### src/hw/pnb_pkg.sv
// Package: constants and carriers for the panel network board
package pnb_pkg;
   // Momentary line pulse: 100 ms at 100 MHz
   localparam int unsigned CLK_HZ        = 100000000;
   localparam int unsigned PULSE_MS      = 100;
   localparam int unsigned PULSE_CYCLES  = (CLK_HZ / 1000) * PULSE_MS;
   // Synchroniser depth and settle time after reset
   localparam int unsigned SYNC_STAGES   = 3;
   localparam int unsigned SETTLE_CYCLES = 4;
   localparam logic [2:0]  LINES_IDLE    = 3'h0;

   // Line bundle: alarm, silence, reset
   typedef struct packed {
      logic alarm;
      logic silence;
      logic reset;
   } pnb_lines_t;

   // Requests from the attached panel
   typedef struct packed {
      logic fire;
      logic evacuate;
      logic silence_press;
      logic master_reset;
      logic sounding;
   } pnb_panel_t;

   // Actions toward the attached panel
   typedef struct packed {
      logic net_alarm;
      logic do_silence;
      logic do_resound;
      logic do_reset;
   } pnb_act_t;
endpackage

### src/hw/pnb_line_sync.sv
// Three-stage line synchroniser with agreement filter
`timescale 1ns/10ps
module pnb_line_sync (
   input  wire logic clk_sys_in,
   input  wire logic nrst_in,
   input  wire logic line_in,
   output logic      level_out
);
   logic [2:0] sh_q;
   logic [2:0] sh_d;
   logic       lvl_q;
   logic       lvl_d;

   // Stage two and three must agree; stage one only feeds stage two
   always_comb begin
      sh_d  = {sh_q[1:0], line_in};
      lvl_d = (sh_q[1] == sh_q[2]) ? sh_q[2] : lvl_q;
   end

   always_ff @(posedge clk_sys_in) begin
      if (!nrst_in) begin
         sh_q  <= 3'h0;
         lvl_q <= 1'b0;
      end else begin
         sh_q  <= sh_d;
         lvl_q <= lvl_d;
      end
   end

   assign level_out = lvl_q;
endmodule

### src/hw/pnb_net_board.sv
// Panel network board: drives and watches shared alarm, silence, reset lines
`timescale 1ns/10ps
module pnb_net_board #(
   parameter int unsigned PULSE_LEN = pnb_pkg::PULSE_CYCLES
) (
   input  wire logic               clk_sys_in,
   input  wire logic               nrst_in,
   input  wire logic               global_in,
   input  wire logic               board_count_gt1_in,
   input  wire pnb_pkg::pnb_panel_t panel_in,
   input  wire pnb_pkg::pnb_lines_t lines_in,
   output pnb_pkg::pnb_lines_t      lines_out,
   output pnb_pkg::pnb_lines_t      lines_oe_n_out,
   output logic                    zone_out,
   output logic                    config_err_out,
   output pnb_pkg::pnb_act_t        act_out
);
   typedef enum logic [0:0] {
      PNB_SETTLE = 1'b0,
      PNB_RUN    = 1'b1
   } pnb_state_t;

   localparam logic [31:0] PLEN = 32'(PULSE_LEN);

   pnb_state_t          st_q, st_d;
   logic [3:0]          settle_q, settle_d;
   logic [31:0]         sil_cnt_q, sil_cnt_d;
   logic [31:0]         rst_cnt_q, rst_cnt_d;
   logic [2:0]          lvl;
   logic [2:0]          lvl_prev_q, lvl_prev_d;
   logic [2:0]          own_q, own_d;
   logic                press_q, press_d;
   logic                mreset_q, mreset_d;
   pnb_pkg::pnb_act_t   act_q, act_d;
   logic                drv_alarm, drv_sil, drv_rst;
   logic                sil_edge, rst_edge, enabled;

   // One synchroniser per line
   genvar gi;
   generate
      for (gi = 0; gi < 3; gi++) begin : g_sync
         pnb_line_sync u_sync (
            .clk_sys_in (clk_sys_in),
            .nrst_in    (nrst_in),
            .line_in    (lines_in[gi]),
            .level_out  (lvl[gi])
         );
      end
   endgenerate

   // Second board on this panel disables alarm drive, zone output, pulse loads and actions
   // Inert rather than refused, so the panel still sees the error flag
   assign enabled        = !board_count_gt1_in;
   assign config_err_out = board_count_gt1_in;

   // Drive terms; low enable means driving the wire
   assign drv_alarm = enabled && (panel_in.fire || panel_in.evacuate);
   assign drv_sil   = sil_cnt_q != 32'h0;
   assign drv_rst   = rst_cnt_q != 32'h0;
   // Data is the active level; only the enables move, so peers never fight a low
   assign lines_out      = ~pnb_pkg::LINES_IDLE;
   assign lines_oe_n_out = {!drv_alarm, !drv_sil, !drv_rst};
   // Slave zone output follows local fire or evacuate
   assign zone_out       = enabled && !global_in && (panel_in.fire || panel_in.evacuate);

   // Edges of lines, only from ones not driven by us lately
   assign sil_edge = (lvl[1] != lvl_prev_q[1]) && !own_q[1];
   assign rst_edge = (lvl[0] != lvl_prev_q[0]) && !own_q[0];

   // Next state: settle, pulses, panel actions
   always_comb begin
      st_d       = st_q;
      settle_d   = settle_q;
      lvl_prev_d = lvl;
      // Own-drive mask held one sync-depth past release to hide echo
      own_d      = {drv_alarm, drv_sil || (sil_cnt_q == 32'h0 && own_q[1] && lvl[1]),
                    drv_rst || (rst_cnt_q == 32'h0 && own_q[0] && lvl[0])};
      press_d    = panel_in.silence_press;
      mreset_d   = panel_in.master_reset;
      sil_cnt_d  = drv_sil ? sil_cnt_q - 32'h1 : sil_cnt_q;
      rst_cnt_d  = drv_rst ? rst_cnt_q - 32'h1 : rst_cnt_q;
      act_d      = '0;
      case (st_q)
         PNB_SETTLE: begin
            // No events until synchronisers are filled
            if (settle_q == 4'(pnb_pkg::SETTLE_CYCLES)) begin
               st_d = PNB_RUN;
            end else begin
               settle_d = settle_q + 4'h1;
            end
         end
         PNB_RUN: begin
            if (enabled) begin
               // Status only, kept apart from fire
               act_d.net_alarm = lvl[2];
               if (panel_in.silence_press && !press_q) begin
                  sil_cnt_d = PLEN;
               end
               if (panel_in.master_reset && !mreset_q && global_in) begin
                  rst_cnt_d = PLEN;
               end
               if (sil_edge) begin
                  act_d.do_silence = panel_in.sounding;
                  act_d.do_resound = !panel_in.sounding;
               end
               if (rst_edge && !global_in && (panel_in.fire || panel_in.evacuate)
                   && !lvl[2]) begin
                  act_d.do_reset = 1'b1;
               end
            end
         end
         default: st_d = PNB_SETTLE;
      endcase
   end

   // Register everything; silence and reset lines released on reset
   always_ff @(posedge clk_sys_in) begin
      if (!nrst_in) begin
         st_q       <= PNB_SETTLE;
         settle_q   <= 4'h0;
         sil_cnt_q  <= 32'h0;
         rst_cnt_q  <= 32'h0;
         lvl_prev_q <= 3'h0;
         own_q      <= 3'h0;
         press_q    <= 1'b0;
         mreset_q   <= 1'b0;
         act_q      <= '0;
      end else begin
         st_q       <= st_d;
         settle_q   <= settle_d;
         sil_cnt_q  <= sil_cnt_d;
         rst_cnt_q  <= rst_cnt_d;
         lvl_prev_q <= lvl_prev_d;
         own_q      <= own_d;
         press_q    <= press_d;
         mreset_q   <= mreset_d;
         act_q      <= act_d;
      end
   end

   assign act_out = act_q;
endmodule

### config.mk
export PLATFORM = sky130hd
export DESIGN_NAME = pnb_net_board
export DESIGN_NICKNAME = d
export VERILOG_FILES = /design/src/hw/pnb_pkg.sv /design/src/hw/pnb_line_sync.sv /design/src/hw/pnb_net_board.sv
export SDC_FILE = /design/constraint.sdc
export NUM_CORES = 1
export LEC_CHECK = 0
export BUFFER_PORTS_ARGS = -buffer_cell sky130_fd_sc_hd__buf_4
export CORE_MARGIN = 2
export CORE_UTILIZATION = 40
export CTS_BUF_LIST = sky130_fd_sc_hd__clkbuf_8
export CTS_CLUSTER_DIAMETER = 30
export CTS_CLUSTER_SIZE = 14
export DETAILED_ROUTE_END_ITERATION = 6
export HOLD_SLACK_MARGIN = 0.03
export SYNTH_ARGS = -nofsm -noshare
export SYNTH_HDL_FRONTEND = slang
export SYNTH_SLANG_ARGS = --single-unit
### constraint.sdc
create_clock -name clk_sys_in -period 4.7 [get_ports clk_sys_in]
set_input_delay 0.235 -clock clk_sys_in [delete_from_list [all_inputs] [get_ports clk_sys_in]]
set_output_delay 0.235 -clock clk_sys_in [all_outputs]
set_load 0.02 [all_outputs]
==> results.md, run 1 <==
- The area added between synthesis and finish is 8.073%.
- The synthesized netlist devotes between 20 and 25% of its cell area to simple gates.
- The share of post-route cells with drive strength above 1 is 11.51%.
- Summed over all layers, the global routing overflow is 0.
- The startpoint identified for the worst hold timing path is panel_in[0].
- In this run the critical register-to-register path is launched from rst_cnt_q[0]$_SDFF_PN0_.
- Setup repair after global routing left no endpoint under its margin.
- In the synthesized netlist the async set-or-reset flop fraction comes to 0%.
- The total inserted antenna cells is 0.
- The die area is ~11000 sq um.
- The kind of end point of the critical path is an output pin.
- For this configuration, the core starts out at a cell density of between 40% and 50%.
- At the end of the flow, the number of nets in the layout was between 400 and 500.
- The transition at the pin with the smallest max-transition slack is around 910 ps.
- The critical path goes through inv_1, ha_1, or4b_2, or4_1, or3_4, clkinv_4, buf_4.
- The worst flop-to-flop path endpoint is rst_cnt_q[0]$_SDFF_PN0_.
- The dominant combinational cell family by area after synthesis is simple AND/OR/NAND/NOR gates.
- The final sum of negative setup slack is 0 ps.
- The worst path needs between 3000 and 4000 ps of the cycle, external delays included.
- Summing all flip-flop and latch instances after layout gives about 1800 sq um.
- The initial antenna violation count came to 0.
- The area fraction in compound gates after synthesis is between 10 and 15%.
- Dividing the final minimum period by the clock period gives between 70% and 80%.
- TritonCTS built the clock tree.
- The prevailing post-synth register cell is dfxtp_1.
- The total area of multi-input combinational cells is approximately 2200 sq um.
- The flip-flop and latch count after synthesis is 91.
- Dividing the detail-routed wire length by the instance count gives ~14 um.
- Post-CTS repair changed the size of 0 cells.
- In this run the mean area of a mapped cell was 9.083 sq um.
- The number of filler instances in the final layout is roughly 1000.
- The pin count of the biggest net entering global routing is 27.
- Summing the areas of all xor and xnor instances in the mapped netlist gives between 10% and 20% of the synthesized area.
- Input and output buffers added on the ports amount to 20.
- The worst hold path passes through 2 cells.
- The share of Yosys cell area claimed by the top area cell type is 43.70%.
- The vertical die dimension is ~110 um.
- The number of DRC markers after the initial detailed-route iteration is 173.
- The slowest stage of the critical path belongs to the cell or4_1.
- The synthesized design contains 0 enable-type register cells.
- The sequential share of the synthesized area is about 44%.
- The final number of hold-violating endpoints is 0.
- The largest single stage delay on the critical path is about 810 ps.
- The number of pins with negative max-slew slack in the final report is 0.
- The total number of vias is ~3300.
- After detailed routing, the number of vias per cell comes to 5.398.
- On the final layout, the worst clock skew is ~12 ps.
- The number of buffers created by CTS is 9.
- The number of unique standard cell types used by synthesis is between 50 and 60.
- The total setup buffers inserted after CTS is 0.
- The worst-case hold path end point is act_out[1]$_SDFF_PP0_.
- The clock root buffer master is clkbuf_8.
- Of the post-synthesis cell area, the part taken by muxes is less than 1%.
- In the layout the commonest cells are 91 x dfxtp_1, 56 x nor2_1, 31 x xor2_1, 31 x a21oi_1, 22 x xnor2_1.
- At the later pin of the worst-skew pair, clock insertion delay measures 370 ps.
- The most common cell after layout, fill and taps aside is dfxtp_1.
- The number of violations of the max-capacitance limit is 0.
- The synthesis warning total is 0.
- The clock passes through at most 2 buffers.
- The die is approximately 110 um wide.
- The library cell with the largest summed area after synthesis is dfxtp_1.
- The final RePlAce weighted congestion is between 0.7 and 0.8.
- The count of cells along the worst register-to-register path is 8.
- The signal arrival time at the worst endpoint is between 3000 and 4000 ps.
- After floorplanning, the core was sized to cover 10230 sq um.
- Hold repair after CTS inserted 0 buffers.
- The synthesized netlist devotes between 1.5 and 2% of its cell area to adder and majority cells.
- Wires add up to 8222 um.
- The floorplan has 37 rows.
- Measured against its own limit, the worst slew margin works out to about two fifths.
- The first global-routing pass estimated around 15000 um of wire.
- The startpoint class of the critical path is a register.
- At the worst endpoint, the required time is roughly 4500 ps.
- The estimated wirelength of the detail-placed design is about 5300 um.
- The via count of the first global-routing pass is just over 3000.
- Counting every sink on the clock net gives 91.
- Setup violations remaining at the end of the flow were counted as 0.
- The DRC violation count after routing is 0.
- Yosys attributes the largest share of cell area to dfxtp_1 44%, xor2_1 6.5%, nor2_1 5.0%.
- Setup slack on the worst reg-to-reg path comes out at roughly 1800 ps.
- The total routing usage reported by global routing is between 10% and 20%.
- In the synthesized netlist, the number of instances is approximately 460.
- By startpoint and endpoint, the worst setup path is classified as register to output pin.
- The class of the worst hold path is input pin to register.
- In this run the cell area of the synthesized design comes to 4169 sq um.
- Clock-pin slew was measured on the worst setup and hold paths at 90 ps.
- The H-tree depth reported by CTS is 3.
- The flow ran to the end, and the final reports show no timing, DRC or antenna violations.
- The first TritonRoute pass finished after 4 iterations.
- The maximum clock frequency is 0.3023 GHz.
- The I/O pin count is 24.
- The largest fanout on the critical path is 24.
- In this run the remaining antenna-violating nets after routing total 0.
worst max-delay path, delay by kind of cell, from the launching register on:
family	cells	cell delay (ps)
buffers and inverters	3	320
adder cells (fa/ha/maj)	1	150
AND/OR/NAND/NOR	3	1880
flip-flops	1	340
how the worst max path moves through the flow:
stage,start,endpoint,slack [ps],cells after the start
6_report,rst_cnt_q[0]$_SDFF_PN0_,lines_oe_n_out[0],1390,7
5_1_grt,rst_cnt_q[0]$_SDFF_PN0_,lines_oe_n_out[0],1260,7
4_1_cts,rst_cnt_q[0]$_SDFF_PN0_,lines_oe_n_out[0],1380,7
3_5_place_dp,rst_cnt_q[0]$_SDFF_PN0_,lines_oe_n_out[0],1810,7
3_3_place_gp,rst_cnt_q[0]$_SDFF_PN0_,lines_oe_n_out[0],1830,7
2_1_floorplan,rst_cnt_q[0]$_SDFF_PN0_,rst_cnt_q[4]$_SDFF_PN0_,2300,10
stage by stage:
step	worst slack (ps)	hold WS [ps]	instances	util (%)	instance area [sq um]
2_1_floorplan	2303	313.7	461	-	4177
3_3_place_gp	1834	415.0	590	42.49	4347
3_5_place_dp	1806	422.2	590	42.49	4347
4_1_cts	1375	51.20	605	44.04	4506
5_1_grt	1256	41.43	605	44.04	4506
6_report	1392	67.00	605	44.04	4506
layout make-up:
cell class	count	share of cell area [%]
multi-input combinational	330	47.74
timing repair buffer	20	3.332
inverter	13	1.194
clock buffer	9	2.749
sequential	91	40.43
tap	136	3.777
clock inverter	6	0.7776
flip-flops by register name (all words and copies together) (netlist names):
register and count:
mreset_q 1, sil_cnt_q 32, lvl_prev_q 2, st_q 1
g_sync.u_sync.level_out 3, g_sync.u_sync.sh_q 9, settle_q 4, rst_cnt_q 32
act_out 4, own_q 2, press_q 1
logic make-up after synthesis:
| group | Yosys count |
|---|---|
| AO/OA/AOI/OAI | 92 |
| XOR/XNOR | 53 |
| adder cells (fa/ha/maj) | 6 |
| buffers and inverters | 40 |
| flip-flops | 91 |
| multiplexers | 1 |
| other | 1 |
| AND/OR/NAND/NOR | 175 |
cell usage after synthesis (12+ instances only):
library cell and count:
xor2_1 31, or4_1 13, nor2_1 56, clkbuf_1 16
nor4_1 12, nor3_1 16, dfxtp_1 91, a21oi_1 31
nand2_1 14, and2_1 14, xnor2_1 22
routing by layer:
metal / wire length, um / GRT usage (%) / share of wire (%) / vias to the layer above
li1: - / - / - / 1663
met1: 4162 / 21.54 / 51 / 1543
met2: 3701 / 24.19 / 45 / 51
met3: 237 / 3.556 / 2.9 / 9
met4: 121 / 6.203 / 1.5 / 0
met5: 0 / 0 / 0 / -
Power of run 1 is not shown: default switching activity piles up to over one toggle a cycle in this logic, so the estimate is an artifact.
==> run 2: changes to the inputs <==
Clock period 4.7 ns to 3.41 ns, I/O delays scaled along.
==> run 2 against run 1 <==
Effect of this change:
- final cell count is 2.1% higher
- critical path depth stayed put
- via count increased by 0.49%
- utilization rose by 1.1 points
- flip-flop and latch count unchanged
- register-to-register slack got worse by 1100 ps
- largest cell class unchanged
==> results.md, run 2 (same netlist as run 1, synthesis figures left out) <==
- The flow ran to the end, and the final reports show no timing, DRC or antenna violations.
- Adding up every negative setup slack in the final design gives 0 ps.
- After clock tree synthesis, the clock-pin slew on the worst setup and hold paths is around 90 ps.
- The number of filler instances in the final layout is between 1000 and 1500.
- Once the floorplan was initialized, standard cells occupied 40.75% of the core.
- The maximum clock frequency is approximately 0.35 GHz.
- Of the cells placed in the final design, the portion with a size suffix greater than 1 is between 10% and 20%.
- Clock skew on the completed layout was measured at about 14 ps.
- The worst setup path is captured at an output pin.
- The clock insertion delay at the later pin of the skew report is between 300 and 400 ps.
- The library cell used most frequently in the layout, excluding fill and tap cells, is dfxtp_1.
- The area added between synthesis and finish is 10.80%.
- The die covers ~11000 sq um.
- In the layout the commonest cells are 91 x dfxtp_1, 56 x nor2_1, 31 x xor2_1, 31 x a21oi_1, 26 x buf_4.
- The tool flagged a number of max-cap violations equal to 0.
- The repair_antennas step left the layout with diodes totalling 0.
- The standard cell core area is approximately 10000 sq um.
- The footprint of the flip-flops and latches is 1822 sq um.
- Detailed routing inserted a total of 3282 vias.
- The minimum period implied by the final worst setup slack is about 2900 ps.
- Along the worst path, the maximum fanout reaches 7.
- After detailed routing, the number of remaining DRC violations is 0.
- The worst pin sits at a relative slew slack of 40.41%.
- The residual antenna-violating net count after detailed routing is 0.
- In this run the tool buffered the top-level ports with 20 buffer cells.
- Setup repair after global routing left no endpoint under its margin.
- The detailed router finished its first iteration with approximately 110 violations.
- In the finished design, the share of the clock period the worst path needs comes to 84.53%.
- The number of pins with negative max-slew slack in the final report is 0.
- The total overflow reported by the global router is 0.
- The worst hold path was traced through 3 stages.
- After detailed routing, the average wire length per cell comes to roughly 13 um.
- TritonCTS created 9 clock buffers.
- The first-pass GRT wire length is between 10000 and 15000 um.
- In this run the worst hold path is classified as input pin to register.
- The slowest cell on the critical path is or4b_2.
- The TritonCTS clock tree is done.
- Routability-driven placement finished with a final weighted congestion of roughly 0.78.
- In this design, the stage delay of the slowest critical-path cell is 570 ps.
- Data on the critical path arrives at its endpoint at roughly 2700 ps.
- In the final design database the tool counted approximately 500 nets.
- Before antenna repair, the detailed router went through 4 iterations.
- In the final layout, the multi-input gates occupy ~2200 sq um.
- The clock root buffer master is clkbuf_8.
- Measured in cells, the most critical reg-to-reg path has a length of 8.
- The I/O pin count is 24.
- The critical path is of the register to output pin type.
- The final number of hold-violating endpoints was 0.
- The signal on the critical path passes through inv_1, ha_1, or4b_2, or4_1, or3_4, clkinv_4, buf_4.
- Setup violations remaining at the end of the flow were counted as 0.
- The die is about 110 um wide.
- The vertical die dimension is about 110 um.
- The routed design has about 8000 um of wire.
- The initialized floorplan defines 37 standard-cell rows.
- The via count of the first global-routing pass is between 3000 and 4000.
- The largest registers in the layout are rst_cnt_q (32), sil_cnt_q (32), g_sync.u_sync.sh_q (9).
- The worst-case clock buffer depth is 2.
- The pin count of the biggest net entering global routing is 27.
- The transition at the pin with the smallest max-transition slack is between 800 and 900 ps.
- The worst setup path is launched from a register.
- STA puts the critical path data required time at 3240 ps.
- The H-tree depth reported by CTS is 3.
- The wire-length estimate of the detail-placed layout is ~5500 um.
- The initial antenna violation count was 0.
- Across every metal layer, demand over resource in global routing totals ~16%.
- Dividing the detail-routed via count by the number of cells gives roughly 5.3.
- The total clock sinks is 91.
## run 2: changes by cell type in the layout (fill, tap and decap cells not counted), sizes merged
cell         previous run  this run
buf                    20        26
clkinvlp                1         2
dlygate4sd3             0         6
## run 2: stage by stage
stage	instances	area (sq um)	hold slack (ps)	worst slack [ps]	util, %
2_1_floorplan	461	4177	249.2	1013	-
4_1_cts	618	4619	73.33	491.0	45.15
3_5_place_dp	596	4392	366.0	753.2	42.93
6_report	618	4619	85.40	527.6	45.15
3_3_place_gp	596	4392	359.5	838.8	42.93
5_1_grt	618	4619	79.12	400.2	45.15
## run 2: area by class of cell
cell class / count / area share, %
Timing Repair Buffer: 32 / 5.525
Tap cell: 136 / 3.684
Sequential cell: 91 / 39.44
Multi-Input combinational cell: 330 / 46.56
Inverter: 13 / 1.165
Clock inverter: 7 / 0.9480
Clock buffer: 9 / 2.681
## run 2: path summary, 6_finish.rpt
kind,slack (ps),start,end
worst max-delay path,530,rst_cnt_q[0]$_SDFF_PN0_,lines_oe_n_out[0]
worst min-delay path,90,global_in,act_out[0]$_SDFF_PP0_
worst max register to register,740,rst_cnt_q[0]$_SDFF_PN0_,rst_cnt_q[19]$_SDFF_PN0_
worst min register to register,440,g_sync[1].u_sync.sh_q[0]$_SDFF_PN0_,g_sync[1].u_sync.sh_q[1]$_SDFF_PN0_
## run 2: timing repair
item	4_1_cts	5_1_grt
resized for setup	0	0
hold buffers	6	0
endpoints found under the setup margin	0	0
endpoints found under the hold margin	6	0
setup buffers	0	0
## run 2: layer usage
metal,share of wire [%],GRT usage (%),up-vias
li1,-,-,1683
met1,52,20.95,1538
met2,44,25.02,53
met5,0,0,-
met4,1.5,6.015,0
met3,2.9,3.311,8
## run 2: critical path: cells and delay by family (launching register included)
kind	cells	cell delay, ps
flip-flops	1	320
adder cells (fa/ha/maj)	1	160
buffers and inverters	3	320
AND/OR/NAND/NOR	3	1560
Power of run 2 is left out for the same reason.
==> run 3: changes to the inputs <==
Settings changed: ABC_AREA set to 1.
Clock period 3.41 ns to 2.3 ns, I/O delays scaled along.
==> run 3 against run 2 <==
Effect of this change:
- utilization down 0.19 points
- first-iteration DRC count grew to 2.6 times the previous value
- worst setup slack got worse by 190 ps
- register-to-register slack got worse by 150 ps
- die area increased by 21%
- worst hold slack got worse by 17 ps
- global-route usage rose by 3.3 points
- critical path type unchanged
==> results.md, run 3 <==
- The largest fanout on the critical path is 12.
- The final number of hold-violating endpoints was 0.
- TritonCTS built the clock tree.
- The number of enable flip-flop cells after synthesis is 0.
- In the post-synthesis netlist, the cell with the most instances is nand2_1.
- For the worst setup path, the data required time is between 2000 and 2500 ps.
- The clock insertion delay at the later pin of the skew report is about 380 ps.
- The first detailed-routing pass ran for 5 iterations.
- The floorplan die width is around 120 um.
- The H-tree generated during clock tree synthesis spans 3 levels.
- The total inserted antenna cells is 0.
- After synthesis the netlist holds a flip-flop and latch count of 91.
- The number of input and output port buffers inserted is 20.
- The floorplan step defined a die boundary enclosing 13580 sq um.
- The starting density of the core is between 40% and 50%.
- Dividing the detail-routed wire length by the instance count gives ~12 um.
- The first global-routing pass estimated 20190 um of wire.
- In the synthesized netlist, the number of instances is 801.
- After detailed routing, the number of vias per cell comes to between 4 and 5.
- The clock passes through at most 2 buffers.
- Excluding fillers, the count of instances in the completed layout stands at around 1000.
- The class of the worst hold path is input pin to register.
- The total overflow reported by the global router is 0.
- In the synthesized netlist the async set-or-reset flop fraction comes to 0%.
- The final sum of negative setup slack is 0 ps.
- The net count of the finished layout is 845.
- The total wire length is ~12000 um.
- Leaving out fill and tap cells, the most frequent cell in the layout is nand2_1.
- The library cell with the largest summed area after synthesis is dfxtp_1.
- The pin count of the biggest net entering global routing is 24.
- The number of pins with negative max-slew slack in the final report is 0.
- The maximum clock frequency is 0.5086 GHz.
- In this run the core area contains 41 standard-cell rows.
- At the worst endpoint, the arrival time is roughly 1900 ps.
- Counting the buffers created by CTS gives 9.
- For this block, the initial DRC count from the detailed router was 282.
- The initial antenna violation count is 0.
- The tool flagged a number of max-cap violations equal to 0.
- The clock transition at the register clock pins on the worst setup and hold paths after CTS is ~100 ps.
- The commonest cells after synthesis are 194 x nand2_1, 169 x nor2_1, 121 x inv_1, 91 x dfxtp_1, 44 x nand3_1.
- For this run, the total global-route usage over all layers was measured as a little under a fifth.
- The share of Yosys cell area claimed by the top area cell type is 35.96%.
- The DRC violation count after routing is 0.
- The cell count after placement is 981.
- The prevailing post-synth register cell is dfxtp_1.
- The worst setup path is captured at an output pin.
- The area added between synthesis and finish is 11.09%.
- Routability-driven placement finished with a final weighted congestion of between 0.8 and 0.9.
- By area the synthesized netlist is led by dfxtp_1 36%, nand2_1 14%, nor2_1 13%.
- The vertical die dimension is 116.5 um.
- The detailed router placed about 4600 vias in this run.
- The largest registers in the layout are rst_cnt_q (32), sil_cnt_q (32), g_sync.u_sync.sh_q (9).
- The clock net in this run drives a total of 91 sinks.
- The number of failing setup endpoints in the final timing report is 0.
- The via count of the first global-routing pass is about 4300.
- The clock skew is approximately 14 ps.
- The synthesized area is slightly above 5000 sq um.
- After synthesis, the mean cell area works out to approximately 6.3 sq um.
- Once detailed placement completed, the half-perimeter wirelength came to between 8000 and 9000 um.
- The synthesis warning total is 0.
- The detail route stage leaves a number of antenna-violating nets equal to 0.
- In the layout the commonest cells are 193 x nand2_1, 169 x nor2_1, 121 x inv_1.
- The total setup buffers inserted after CTS is 0.
- The I/O pin count is 24.
- The critical path in this run is classified as register to output pin.
- Setup repair after global routing left no endpoint under its margin.
- Subtracting the final worst setup slack from the clock period gives between 1500 and 2000 ps.
- Sequential elements use a little over a third of the synthesized area.
- STA classifies the critical path startpoint as a register.
- The run finished with clean final reports.
- The share of post-route cells with drive strength above 1 is under 10%.
- The number of unique standard cell types used by synthesis is 34.
- In this run the clock root is driven by a clkbuf_8.
- After layout, the worst path uses 85.49% of the clock period.
- The standard cell core area is between 10000 and 15000 sq um.
[run 3: cell count changes after synthesis, sizes merged, moves of 13 or more]
| cell | change |
|---|---|
| nand2 | +193 |
| xor2 | -21 |
| xnor2 | -15 |
| nor2 | +134 |
| and2 | -13 |
| nand3 | +39 |
| or4 | -16 |
| inv | +114 |
[run 3: worst max-delay path, cell delays in order (launching register included)]
cell and delay (ps):
dfxtp_1 320, inv_1 140, ha_1 200, nand2_1 60
nor2_1 100, nand2_1 60, nor2_1 140, nand2_2 190
inv_1 120, buf_4 140
[run 3: final cells by class]
type / instances / area (sq um)
fillers: 1374 / 6889
multi-input cells: 571 / 2676
flip-flops and latches: 91 / 1822
inverters: 125 / 471.7
repair buffers: 29 / 235.2
well taps: 172 / 215.2
clock buffers: 9 / 123.9
clock inverters: 7 / 83.83
[run 3: cells by family after synthesis]
logic type	synth area share, %
flip-flops	35.96
other	0.07402
buffers and inverters	11.41
AO/OA/AOI/OAI	6.668
AND/OR/NAND/NOR	41.47
XOR/XNOR	2.939
adder cells (fa/ha/maj)	1.482
[run 3: through the flow]
step / hold WS (ps) / util (%) / setup slack, ps / instance area [sq um]
floorplan: 187.4 / - / 840.9 / 5074
global placement: 284.3 / 42.72 / 616.9 / 5348
detailed placement: 289.9 / 42.72 / 628.5 / 5348
CTS: 41.60 / 44.94 / 178.1 / 5625
global route: 44.97 / 44.96 / 92.64 / 5628
finish: 68.16 / 44.96 / 333.8 / 5628
[run 3: final timing paths]
path,from,to,slack [ps],cells after the start
worst max-delay path,rst_cnt_q[0]$_SDFF_PN0_,lines_oe_n_out[0],330,9
worst min-delay path,nrst_in,g_sync[0].u_sync.sh_q[1]$_SDFF_PN0_,70,3
worst max register to register,rst_cnt_q[0]$_SDFF_PN0_,rst_cnt_q[26]$_SDFF_PN0_,590,9
worst min register to register,g_sync[2].u_sync.sh_q[0]$_SDFF_PN0_,g_sync[2].u_sync.sh_q[1]$_SDFF_PN0_,420,2
[run 3: timing repair]
item	in CTS	in global routing
hold endpoints to repair	8	0
gates resized for setup	0	1
hold buffers	7	0
setup endpoints to repair	0	1
[run 3: per-layer routing]
metal	part of all wire (%)	global-route usage, %	wire (um)	vias up
met1	49	23.89	5790	1972
met3	3.4	4.930	407	19
li1	-	-	-	2500
met4	2.2	6.431	259	0
met2	46	31.78	5417	84
met5	0	0	0	-
Power of run 3 is left out for the same reason.
